[src/design/rdwb_cfg.svh]
`ifndef RDWB_CFG_SVH
`define RDWB_CFG_SVH
// Overview of operation
// - store data at address, then write quadword two
// - length counts buffer bytes including crc
// - ones complement sum after ip header
// - status byte bit layout fixed
// - never done zero with last one
// - vlan flag on ethertype match and mode
// - checksum done bits only with offload
// - no ipv4 done bit for ipv6
// - inexact flag on hash-only match
// - clear inexact for promiscuous or broadcast
// - inexact on forwarded unmatched control frame
// - error byte bits seven six five
// - checksum error bits valid only with done flags
// - checksum errors zero without offload
// - data error causes, post only if storing
// - record tag, strip four bytes, else zero
// - tag layout urgency, format bit, identifier
// - advanced read layout with bit zero
// - header address only in first descriptor
// - type zero selects legacy format

// ****************************************************************
// register offsets
// ****************************************************************
`define RDWB_REG_CTRL       4'h0
`define RDWB_REG_VLAN_TYPE  4'h1
`define RDWB_REG_STATUS     4'h2
`define RDWB_REG_COUNT      4'h3
// control register fields
`define RDWB_CTRL_VLAN_MODE 0
`define RDWB_CTRL_MC_ALL    1
`define RDWB_CTRL_BC_ACC    2
`define RDWB_CTRL_PASS_CTRL 3
`define RDWB_CTRL_STORE_BAD 4
`define RDWB_CTRL_IP_OFFLOAD 5
`define RDWB_CTRL_L4_OFFLOAD 6
`define RDWB_CTRL_NSSEL     7
`define RDWB_CTRL_DT_LO     8
`define RDWB_CTRL_DT_HI     10
`define RDWB_CTRL_RESET     32'h0000_0000
`define RDWB_VLAN_RESET     16'h8100
// descriptor field positions in the second quadword
`define RDWB_LEN_LSB        0
`define RDWB_CSUM_LSB       16
`define RDWB_STAT_LSB       32
`define RDWB_ERR_LSB        40
`define RDWB_TAG_LSB        48
// status bits
`define RDWB_ST_INEXACT     7
`define RDWB_ST_IP_DONE     6
`define RDWB_ST_L4_DONE     5
`define RDWB_ST_UDP_DONE    4
`define RDWB_ST_VLAN        3
`define RDWB_ST_LAST        1
`define RDWB_ST_DONE        0
// error bits
`define RDWB_ER_DATA        7
`define RDWB_ER_IP          6
`define RDWB_ER_L4          5
`define RDWB_TAG_BYTES      16'h0004
`define RDWB_TAG_NONE       16'h0000
`endif

[src/design/rdwb_pkg.sv]
package rdwb_pkg;
  // one received data beat, sixteen bits, from the mac side
  typedef struct packed {
    logic        valid;
    logic        last;
    logic        odd;      // only high byte of last beat valid
    logic [15:0] data;
    logic        in_l4;    // beat lies after the ip header
    logic        is_crc;   // beat carries crc bytes
    logic        is_tag;   // beat carries vlan tag words
  } rdwb_beat_type;

  // per-packet classification, held from the first beat through the write-back
  typedef struct packed {
    logic [15:0] ether_type;
    logic [15:0] tag;
    logic        is_ipv4;
    logic        is_ipv6;
    logic        is_tcp;
    logic        is_udp;
    logic        udp_zero_csum;
    logic        ip_csum_bad;
    logic        l4_csum_bad;
    logic        is_mcast;
    logic        is_bcast;
    logic        exact_match;
    logic        hash_match;
    logic        is_ctrl_frame;
    logic        crc_err;
    logic        code_err;
    logic        mii_err;
    logic        bad_delim;
    logic        sync_loss;
  } rdwb_class_type;

  // memory write request towards the system bus
  typedef struct packed {
    logic        valid;
    logic [63:0] addr;
    logic [63:0] data;
    logic        no_snoop;
    logic        is_desc;
  } rdwb_wr_type;

  typedef enum logic [1:0] {
    RDWB_IDLE,
    RDWB_DATA,
    RDWB_WAIT,
    RDWB_DESC
  } rdwb_state_type;

  typedef struct packed {
    rdwb_state_type state;
    logic [31:0]    ctrl;
    logic [15:0]    vlan_type;
    logic [31:0]    rdata;
    logic [31:0]    pkt_count;
    logic [15:0]    len;
    logic [16:0]    csum;
    logic [63:0]    pkt_addr;
    logic           no_snoop;
    logic           first;
    logic           last;
    logic           drop;
    logic [63:0]    wb_word;
    rdwb_wr_type    wr;
  } rdwb_state_all_type;
endpackage

[src/design/rdwb_engine.sv]
`timescale 1ns/100ps
`include "rdwb_cfg.svh"
module rdwb_engine
  import rdwb_pkg::*;
(
  // clock and reset
  input  wire logic           mclk,
  input  wire logic           sys_rst,
  // register port
  input  wire logic [3:0]     reg_addr,
  input  wire logic [31:0]    reg_wdata,
  input  wire logic           reg_write,
  input  wire logic           reg_read,
  output logic [31:0]         reg_rdata,
  // descriptor handed in by the fetch logic
  input  wire logic           desc_valid,
  input  wire logic [63:0]    desc_word0,
  input  wire logic [63:0]    desc_word1,
  output logic                desc_ready,
  // received data and classification
  input  wire rdwb_beat_type  rx_beat,
  input  wire logic           rx_buf_full,
  input  wire rdwb_class_type rx_class,
  output logic                rx_ready,
  // memory writes
  output rdwb_wr_type         mem_wr,
  input  wire logic           mem_ready,
  input  wire logic           mem_committed,
  // header buffer address for split logic
  output logic [63:0]         hdr_addr,
  output logic                hdr_addr_valid
);

  rdwb_state_all_type s;
  rdwb_state_all_type next_s;

  logic       vlan_hit;
  logic       dtype_legacy;
  logic [7:0] status_byte;
  logic [7:0] error_byte;
  logic       rx_err;
  logic       ip_off;
  logic       tu_off;
  logic       inexact;
  logic       ip_known;
  logic [16:0] sum_step;
  logic [15:0] beat_bytes;

  // ****************************************************************
  // per-packet descriptor fields
  // ****************************************************************
  always_comb begin
    ip_off       = s.ctrl[`RDWB_CTRL_IP_OFFLOAD];
    tu_off       = s.ctrl[`RDWB_CTRL_L4_OFFLOAD];
    ip_known     = rx_class.is_ipv4 || rx_class.is_ipv6;
    dtype_legacy = (s.ctrl[`RDWB_CTRL_DT_HI:`RDWB_CTRL_DT_LO]
                    == 3'h0);
    vlan_hit     = s.ctrl[`RDWB_CTRL_VLAN_MODE]
                   && (rx_class.ether_type == s.vlan_type);
    rx_err = rx_class.crc_err | rx_class.code_err | rx_class.mii_err
             | rx_class.bad_delim | rx_class.sync_loss;
    // hash-only pass is inexact; promiscuous/broadcast accept clears
    inexact = ((rx_class.hash_match
                || (rx_class.is_ctrl_frame
                    && !s.ctrl[`RDWB_CTRL_PASS_CTRL]))
               && !rx_class.exact_match)
              && !(rx_class.is_mcast && s.ctrl[`RDWB_CTRL_MC_ALL])
              && !(rx_class.is_bcast && s.ctrl[`RDWB_CTRL_BC_ACC]);
    status_byte = 8'h00;
    error_byte  = 8'h00;
    if (s.last) begin
      status_byte[`RDWB_ST_INEXACT] = inexact;
      // never for ipv6, never without offload
      status_byte[`RDWB_ST_IP_DONE] = ip_off && rx_class.is_ipv4
                                      && !rx_class.is_ipv6
                                      && !(rx_class.is_udp
                                           && rx_class.udp_zero_csum);
      // unknown network layer gets no transport check
      status_byte[`RDWB_ST_L4_DONE] = tu_off && rx_class.is_tcp
                                      && ip_known;
      status_byte[`RDWB_ST_UDP_DONE] = tu_off && rx_class.is_udp && ip_known
                                       && !(rx_class.is_ipv4
                                            && rx_class.udp_zero_csum);
      status_byte[`RDWB_ST_VLAN] = vlan_hit;
      // errors only on a completed last buffer
      error_byte[`RDWB_ER_DATA] = rx_err;
      error_byte[`RDWB_ER_IP]   = status_byte[`RDWB_ST_IP_DONE]
                                  && rx_class.ip_csum_bad;
      error_byte[`RDWB_ER_L4]   = (status_byte[`RDWB_ST_L4_DONE]
                                   || status_byte[`RDWB_ST_UDP_DONE])
                                  && rx_class.l4_csum_bad;
    end
    // done always set, so last never shows without done
    status_byte[`RDWB_ST_LAST] = s.last;
    status_byte[`RDWB_ST_DONE] = 1'b1;
    beat_bytes = rx_beat.odd ? 16'h0001 : 16'h0002;
    sum_step = {1'b0, s.csum[15:0]} + {1'b0, rx_beat.data}
               + {16'h0000, s.csum[16]};
  end

  // ****************************************************************
  // next state
  // ****************************************************************
  always_comb begin
    next_s         = s;
    next_s.wr.valid = s.wr.valid && !mem_ready;
    next_s.rdata   = 32'h0000_0000;
    desc_ready     = (s.state == RDWB_IDLE);
    rx_ready       = (s.state == RDWB_DATA) && !s.wr.valid;
    if (reg_write) begin
      case (reg_addr)
        `RDWB_REG_CTRL:      next_s.ctrl = reg_wdata;
        `RDWB_REG_VLAN_TYPE: next_s.vlan_type = reg_wdata[15:0];
        default: ;
      endcase
    end
    if (reg_read) begin
      case (reg_addr)
        `RDWB_REG_CTRL:      next_s.rdata = s.ctrl;
        `RDWB_REG_VLAN_TYPE: next_s.rdata = {16'h0000, s.vlan_type};
        `RDWB_REG_STATUS:
          next_s.rdata = {29'h0, s.first, s.state == RDWB_IDLE, s.drop};
        `RDWB_REG_COUNT:     next_s.rdata = s.pkt_count;
        default:             next_s.rdata = 32'h0000_0000;
      endcase
    end
    case (s.state)
      RDWB_IDLE: begin
        if (desc_valid) begin
          // bit zero is no-snoop or address, per queue select
          next_s.no_snoop = s.ctrl[`RDWB_CTRL_NSSEL]
                            && desc_word0[0];
          next_s.pkt_addr = s.ctrl[`RDWB_CTRL_NSSEL]
                            ? {desc_word0[63:1], 1'b0} : desc_word0;
          next_s.len      = 16'h0000;
          next_s.last     = 1'b0;
          next_s.state    = RDWB_DATA;
        end
      end
      RDWB_DATA: begin
        if (rx_beat.valid && rx_ready) begin
          // stripped tag bytes are neither stored nor counted
          if (!(rx_beat.is_tag && vlan_hit)) begin
            next_s.wr.valid    = 1'b1;
            next_s.wr.addr     = s.pkt_addr;
            next_s.wr.data     = {48'h0, rx_beat.data};
            next_s.wr.no_snoop = s.no_snoop;
            next_s.wr.is_desc  = 1'b0;
            next_s.pkt_addr    = s.pkt_addr + 64'(beat_bytes);
            next_s.len         = s.len + beat_bytes;
          end
          if (rx_beat.in_l4 && !rx_beat.is_crc) begin
            next_s.csum = sum_step;
          end
          if (rx_beat.last || rx_buf_full) begin
            next_s.last  = rx_beat.last;
            next_s.state = RDWB_WAIT;
          end
        end
      end
      RDWB_WAIT: begin
        // hold done until data is committed in host memory
        if (!s.wr.valid && mem_committed) begin
          next_s.drop    = s.last && rx_err
                           && !s.ctrl[`RDWB_CTRL_STORE_BAD];
          next_s.wb_word = '0;
          next_s.wb_word[`RDWB_LEN_LSB +: 16]  = s.len;
          // a partial sum is meaningless on a non-last buffer
          next_s.wb_word[`RDWB_CSUM_LSB +: 16] =
            s.last ? s.csum[15:0] + {15'h0, s.csum[16]} : 16'h0000;
          next_s.wb_word[`RDWB_STAT_LSB +: 8]  = status_byte;
          next_s.wb_word[`RDWB_ERR_LSB +: 8]   = error_byte;
          next_s.wb_word[`RDWB_TAG_LSB +: 16]  =
            (s.last && vlan_hit) ? rx_class.tag
                                 : `RDWB_TAG_NONE;
          next_s.state = RDWB_DESC;
        end
      end
      RDWB_DESC: begin
        if (!s.wr.valid) begin
          if (!s.drop) begin
            next_s.wr.valid    = 1'b1;
            next_s.wr.addr     = 64'h0000_0000_0000_0008;
            next_s.wr.data     = s.wb_word;
            next_s.wr.no_snoop = 1'b0;
            next_s.wr.is_desc  = 1'b1;
          end
          if (s.last) begin
            next_s.first     = 1'b1;
            next_s.csum      = 17'h0;
            next_s.pkt_count = s.pkt_count + 32'h1;
          end else begin
            next_s.first = 1'b0;
          end
          next_s.drop  = 1'b0;
          next_s.state = RDWB_IDLE;
        end
      end
      default: next_s.state = RDWB_IDLE;
    endcase
  end

  // ****************************************************************
  // state register
  // ****************************************************************
  always_ff @(posedge mclk or posedge sys_rst) begin
    if (sys_rst) begin
      s           <= '0;
      s.state     <= RDWB_IDLE;
      s.ctrl      <= `RDWB_CTRL_RESET;
      s.vlan_type <= `RDWB_VLAN_RESET;
      s.first     <= 1'b1;
    end else begin
      s <= next_s;
    end
  end

  // header address is only used by the first buffer of a packet
  always_comb begin
    reg_rdata      = s.rdata;
    mem_wr         = s.wr;
    hdr_addr       = {desc_word1[63:1], 1'b0};
    hdr_addr_valid = desc_valid && desc_ready && s.first
                     && !dtype_legacy;
  end

endmodule

[config.mk]
export PLATFORM = sky130hd
export DESIGN_NAME = rdwb_engine
export DESIGN_NICKNAME = d
export VERILOG_FILES = /design/src/design/rdwb_pkg.sv /design/src/design/rdwb_engine.sv
export VERILOG_INCLUDE_DIRS = /design/src /design/src/design
export SDC_FILE = /design/constraint.sdc
export NUM_CORES = 1
export LEC_CHECK = 0
export BUFFER_PORTS_ARGS = -buffer_cell sky130_fd_sc_hd__buf_2
export CAP_MARGIN = 20
export CORE_MARGIN = 2
export CORE_UTILIZATION = 55
export DETAILED_ROUTE_END_ITERATION = 8
export GPL_TIMING_DRIVEN = 0
export PLACE_DENSITY = 0.81
export SYNTH_ARGS = -nofsm -noshare
export SYNTH_HDL_FRONTEND = slang
export SYNTH_SLANG_ARGS = --single-unit
[constraint.sdc]
create_clock -name mclk -period 16.09 [get_ports mclk]
set_input_delay 3.218 -clock mclk [delete_from_list [all_inputs] [get_ports mclk]]
set_output_delay 3.218 -clock mclk [all_outputs]
set_load 0.05 [all_outputs]
== After elaboration in Yosys (flattened, before gate mapping) ==
Cells that the tools add are included.
Word-level totals
  word-level logic and storage cells: 149
  register bits after elaboration: 404
  output and inout bits: 230
Cells by class
  equal/unequal tests: 16
  mux-type cells: 38
  $add $sub $neg: 6
  bitwise gates (word level): 5
  reduce and logical (&&, ||, !) cells: 66
Operators with widths (count)
  131-bit 2-to-1 mux: 4
  131-bit one-hot mux with 2 select lines: 1
  65-bit 2-to-1 mux: 2
  32-bit one-hot mux with 4 select lines: 1
  64-bit one-hot mux with 2 select lines: 1
  97-bit 2-to-1 mux: 1
  64-bit by 2-bit adder with 64-bit output: 1
  16-bit 2-to-1 mux: 4
  64-bit 2-to-1 mux: 1
  17-bit 2-to-1 mux: 3
  17-bit one-hot mux with 2 select lines: 1
  32-bit by 1-bit adder with 32-bit output (second input constant): 1
  1-bit logical AND: 32
  32-bit 2-to-1 mux: 1
  16-bit one-hot mux with 2 select lines: 1
  16-bit by 16-bit adder with 17-bit output: 1
  17-bit by 1-bit adder with 17-bit output: 1
  16-bit by 1-bit adder with 16-bit output: 1
  16-bit by 2-bit adder with 16-bit output: 1
  16-bit == test: 1
  5-bit AND reduction: 3
  1-bit logical NOT: 12
  2-bit 2-to-1 mux: 6
  2-bit inequality test (second input constant): 6
  other kinds (20): 44

== Longest topological paths before layout ==
Gate-level depths: netlist of run 1.
  depth in word-level cells: 9
  depth in mapped cells: 11

== Worst setup path before layout of run 1 ==
OpenSTA, ideal clock, no wires.
  path type: in2out
  from: input port desc_valid
  to: output port hdr_addr_valid
  data required time: 12.872 ns
  arrival: 4.803 ns
  stages on the path: 3
  slack: 8.069 ns
  buffers on the path: 1
  cell sequence: clkbuf_1 nand2_1 nor3b_1
On the way
  cells in the longest elaborated chain, start to end: 3
Ends and longest elaborated chain
  start, declared: line rdwb_engine.sv:16  | input wire logic desc_valid,
  1-bit logical AND (2 in a row): line rdwb_engine.sv:223  | hdr_addr_valid = desc_valid && desc_ready && s.first
  1-bit logical AND: line rdwb_engine.sv:224  | && !dtype_legacy;
  end, declared: line rdwb_engine.sv:31  | output logic hdr_addr_valid
Every way passes these cells.

== Worst setup path in the final report of run 1 ==
Ends and elaborated chain as after synthesis.

==> results_dict.tcl, run 1 <==
set metrics [dict create \
    outcome "finished clean" \
    cp.arrival_ns 4.89 \
    fin_crit_ns 8.11 \
    dr.pass1.iters 7 \
    p_per_area_nw_per_um2 182 \
    ios 473 \
    wl_um 63500 \
    rows 70 \
    cts_hold_buf 0 \
    drive_above_1_share 0.302 \
    worstPathMaxFanout 10 \
    slowest_delay_ns 0.60 \
    place_inst 2986 \
    path_class "input port to primary output" \
    synthTopCellsByArea "dfrtp_1, buf_4, nand2_1, mux2_2, o21ai_0" \
    start_util 0.558 \
    finalNonFillerCells 3073 \
    route.detailed.drc 0 \
    power_mw 4.47 \
    cts.clk_slew.worst_paths_ns 0.05 \
    clock-sinks 398 \
    synth_mux_area_frac 0.0406 \
    whs_path_depth 2 \
    worst_pin_slew_ns 0.997 \
    cp.depth 4 \
    final_antenna_net_count 0 \
    crit_family "buffers and inverters" \
    synth-compound-area-share 0.151 \
    area.growth.synth_to_final_pct 20.6 \
    dieArea_um2 38600 \
    rsz0062_at_grt "false" \
    r2r_cells 8 \
    overflow 0 \
    vias_per_cell 5.90 \
    vias 18100 \
    synth_edf_count 0 \
    path_cells "clkbuf_1 -> nand2_1 -> nor3b_1 -> buf_2" \
    hold_path.class "register to register" \
    syn-mean-instance-area_um2 9.66 \
    maxSlewViolCount 0 \
    h-tree-depth 2 \
    design.core.area_um2 36500 \
    synthCells 2110 \
    cts_resized 0 \
    dpl.hpwl_um 47300 \
    fin_crit_sh 0.504 \
    clock_path_buffers 3 \
    irDropWorstVdd_mv 0.117 \
    die_y_um 197 \
    grtUsageTotal 0.325 \
    cts_root_buf "clkbuf_16" \
    nNetsFinal 2836 \
    gp_congestion 0.953 \
    synth_top_area_share 0.485 \
    relSlewSlack 0.330 \
    synth-seq-cells 398 \
    synth_top_area_cell "dfrtp_1" \
    yosys.area_share.xor_xnor 0.0288 \
    cts_made_buffers 43 \
    crit_required_ns 12.87 \
    synth-seq-area-share 0.489 \
    crit_buf_inv 2 \
    antenna_found_initial 10 \
    skew_ns 0.0167 \
    max_freq_mhz 123 \
    synth_top_family_by_area "simple AND/OR/NAND/NOR gates" \
    critPathCaptureType "primary output" \
    yosys_warnings 0 \
    finalSetupViolations 0 \
    synth-simple-area-share 0.159 \
    ys_types 69 \
    critPathSlowestCell "clkbuf_1" \
    synth_ff_type "dfrtp_1" \
    leakage_nw 12.2 \
    routedWlPerCell_um 20.7 \
    grt_max_degree 135 \
    postCtsSetupBuffers 0 \
    maxCapViolations 0 \
    port_buffers 399 \
    hold_violations 0 \
    critPathLaunchType "input port" \
    synthesis.area_um2 20400 \
    synthAdderAreaFrac 0.0199 \
    drtIter0Drc 1515 \
    cts_tree "done" \
    ys_async_sr_fraction 1.00 \
    grt_pass1_vias 17700 \
    grt_pass1_wl_um 97800 \
    die_w_um 197 \
    clk_latency_ns 0.56 \
]
==> synthesized netlist by cell type (13+ instances only) <==
master      n
ha_1       26
nand4_1    24
and3_1     18
a222oi_1   13
a22o_1     68
o31ai_1    20
nor3_1     39
a22oi_1    37
mux2_2     61
xnor2_1    34
a21oi_1    72
nor4_1     29
nand3_1   106
a221oi_1   30
dfrtp_1   395
clkbuf_1   95
nand2_1   288
inv_1      39
buf_1      13
mux2i_1    14
o21ai_0   133
o21a_1     15
xor2_1     33
nor2_1    135
buf_4     227
==> layer usage <==
| layer | routed length, um | GRT usage |
|---|---|---|
| met3 | 5780 | 0.0683 |
| met1 | 25300 | 0.424 |
| met5 | 28 | 0 |
| met2 | 30000 | 0.531 |
| met4 | 2450 | 0.137 |
==> metrics by stage <==
| stage | setup TNS, ns | area [um2] | setup WS (ns) | util | hold slack (ns) |
|---|---|---|---|---|---|
| 2_1_floorplan | 0 | 20400 | 1.81 | - | 0.436 |
| 4_1_cts | 0 | 24600 | 8.02 | 0.673 | 0.470 |
| 6_report | 0 | 24600 | 7.98 | 0.673 | 0.470 |
| 3_3_place_gp | -863.30 | 23000 | -2.22 | 0.629 | 0.454 |
| 5_1_grt | 0 | 24600 | 7.98 | 0.673 | 0.496 |
| 3_5_place_dp | 0 | 23100 | 8.02 | 0.632 | 0.457 |
==> cell usage in the layout (no fill, tap or decap), types with 61 or more instances in the layout <==
cell type	n
nor2_1	135
nand3_1	106
buf_4	227
buf_2	402
a21oi_1	72
a22o_1	68
o21ai_0	133
clkbuf_1	103
nand2_1	288
dfrtp_1	395
mux2_2	61
==> layout make-up <==
type                       instances  area (um2)
timing repair buffer             402        2080
multi-input combinational       1340        8170
sequential                       398        9960
clock buffer                      62        1260
clock inverter                    16         223
buffer                           339        2140
inverter                          39         154
fill                            2880       11900
tap                              468         586
antenna                            9        22.5
==> kinds of logic after synthesis <==
group,count (synthesis)
AND/OR/NAND/NOR,704
AO/OA/AOI/OAI,457
flip-flops,398
buffers and inverters,378
multiplexers,75
XOR/XNOR,67
adder cells (fa/ha/maj),30
other,1
==> state kept, by name (all words and copies together) (netlist names) <==
signal     cells
s            240
mem_wr       125
reg_rdata     32
ip_off         1
==> final timing paths <==
kind / to / slack (ns) / start
min reg2reg: mem_wr[111] / 0.47 / mem_wr[111]
max in group asynchronous: mem_wr[112] / 12.38 / sys_rst
min in group asynchronous: reg_rdata[12] / 2.68 / sys_rst
max reg2reg: s[227] / 12.34 / s[375]
min: mem_wr[111] / 0.47 / mem_wr[111]
max: hdr_addr_valid / 7.98 / desc_valid
==> power breakdown <==
group | switching, mW | internal [mW]
combinational | 1.30 | 0.598
sequential | 0.264 | 1.26
clock | 0.419 | 0.624
total | 1.98 | 2.48
==> worst min-delay path, delay by kind of cell, from the launching register on <==
family | cells | cell delay, ns
flip-flops | 1 | 0.34
AND/OR/NAND/NOR | 2 | 0.10
Power figures use the tool's default switching activity.
==> inputs of run 2 (changes only) <==
CORE_UTILIZATION = 49   (was 55)
PLACE_DENSITY = 0.77   (was 0.81)
clock period = 7 ns   (was 16.09 ns; I/O delays follow)
==> results_dict.tcl, run 2 (synthesized netlist as in run 1, its figures left out) <==
set metrics [dict create \
    outcome "finished clean" \
    port_buffers 399 \
    top_register "s" \
    drive_above_1_share 0.302 \
    fin_ws_ns 2.49 \
    path_class "input port to register" \
    relSlewSlack 0.322 \
    cts_resized 0 \
    final_common_cell "buf_2" \
    r2r_end "mem_wr[69]" \
    grt_pass1_wl_um 99100 \
    cts_hold_buf 0 \
    hold_path.class "register to register" \
    critPathSlowestCell "clkbuf_1" \
    r2r_cells 8 \
    crit_family "buffers and inverters" \
    dpl.hpwl_um 48400 \
    rows 74 \
    cp.depth 9 \
    final_antenna_net_count 0 \
    cts_root_buf "clkbuf_16" \
    design.core.area_um2 40900 \
    start_util 0.498 \
    p_per_area_nw_per_um2 409 \
    h-tree-depth 2 \
    dieArea_um2 43200 \
    crit_required_ns 7.42 \
    largest_reg_flops 240 \
    ios 473 \
    cp.arrival_ns 4.93 \
    die_y_um 208 \
    vias_per_cell 5.71 \
    slowest_delay_ns 0.78 \
    layout_common_cells "buf_2, dfrtp_1, nand2_1, buf_4, nor2_1" \
    cts.clk_slew.worst_paths_ns 0.06 \
    leakage_nw 12.2 \
    area.growth.synth_to_final_pct 21.0 \
    overflow 0 \
    fin_crit_sh 0.644 \
    drtIter0Drc 1622 \
    max_freq_mhz 222 \
    dr.pass1.iters 8 \
    vias 17900 \
    whs_path_depth 2 \
    hold_violations 0 \
    worst_pin_slew_ns 1.01 \
    wl_um 63900 \
    worstPathMaxFanout 10 \
    worst_hold_slack_ns 0.467 \
    path_cells "buf_2 -> xor2_1 -> nor4_1 -> nand3_1 -> or2_2 -> nand3_1 -> clkbuf_1 -> clkbuf_1 -> o21ai_0" \
    finalSetupViolations 0 \
    tns_ns 0 \
    grtUsageTotal 0.292 \
    clk_latency_ns 0.58 \
    critPathLaunchType "input port" \
    crit_buf_inv 3 \
    clock_path_buffers 3 \
    power_mw 10.1 \
    clock-sinks 398 \
    r2r_start "s[367]" \
    min_from "mem_wr[80]" \
    rsz0062_at_grt "false" \
    maxCapViolations 0 \
    cts_tree "done" \
    route.detailed.drc 0 \
    irDropWorstVdd_mv 0.260 \
    grt_max_degree 44 \
    grt_pass1_vias 17300 \
    postCtsSetupBuffers 0 \
    fin_crit_ns 4.51 \
    routedWlPerCell_um 20.4 \
    r2r_slack_ns 3.01 \
    place_ws_ns 1.98 \
    die_w_um 208 \
    maxSlewViolCount 0 \
    nNetsFinal 2844 \
    startpoint "rx_class[40]" \
    gp_congestion 0.930 \
    critPathCaptureType "register" \
    skew_ns 0.0191 \
    endpoint "mem_wr[69]" \
    antenna_found_initial 12 \
    cts_made_buffers 43 \
]
run 2: area by class of cell:
class                           count  area (um2)
Fill cell                        3483       16300
Buffer                            339        2140
Clock inverter                     13         131
Timing Repair Buffer              410        2220
Inverter                           39         150
Tap cell                          532         666
Antenna cell                        6        15.0
Clock buffer                       61        1200
Sequential cell                   398        9960
Multi-Input combinational cell   1340        8170
run 2: worst min-delay path: cells and delay by family, from the launching register on:
| kind | cells | cell delay [ns] |
|---|---|---|
| flops | 1 | 0.34 |
| simple gates | 2 | 0.10 |
run 2: metal layers:
| metal | up-vias | GRT usage | routed length (um) |
|---|---|---|---|
| met4 | 8 | 0.129 | 2750 |
| met1 | 8703 | 0.392 | 26500 |
| met5 | - | 0 | 49 |
| li1 | 8168 | - | - |
| met2 | 887 | 0.457 | 29400 |
| met3 | 157 | 0.0642 | 5250 |
run 2: how the worst min path moves through the flow:
stage / endpoint / slack, ns
final: mem_wr[80] / 0.47
after global routing: mem_wr[80] / 0.49
after CTS: s[163] / 0.47
after detailed placement: s[163] / 0.45
after global placement: s[163] / 0.45
after floorplan: s[163] / 0.44
run 2: report_power, final:
group / switching [mW] / internal (mW) / leakage [nW]
sequential: 0.593 / 2.90 / 5.26
clock: 0.954 / 1.27 / 0.653
combinational: 2.98 / 1.38 / 6.26
total: 4.53 / 5.55 / 12.2
run 2: stage by stage:
stage | util | cells | cell area [um2]
3_3_place_gp | 0.564 | 3047 | 23100
2_1_floorplan | - | 2116 | 20400
6_report | 0.602 | 3138 | 24700
3_5_place_dp | 0.569 | 3058 | 23300
4_1_cts | 0.602 | 3132 | 24600
5_1_grt | 0.602 | 3136 | 24700
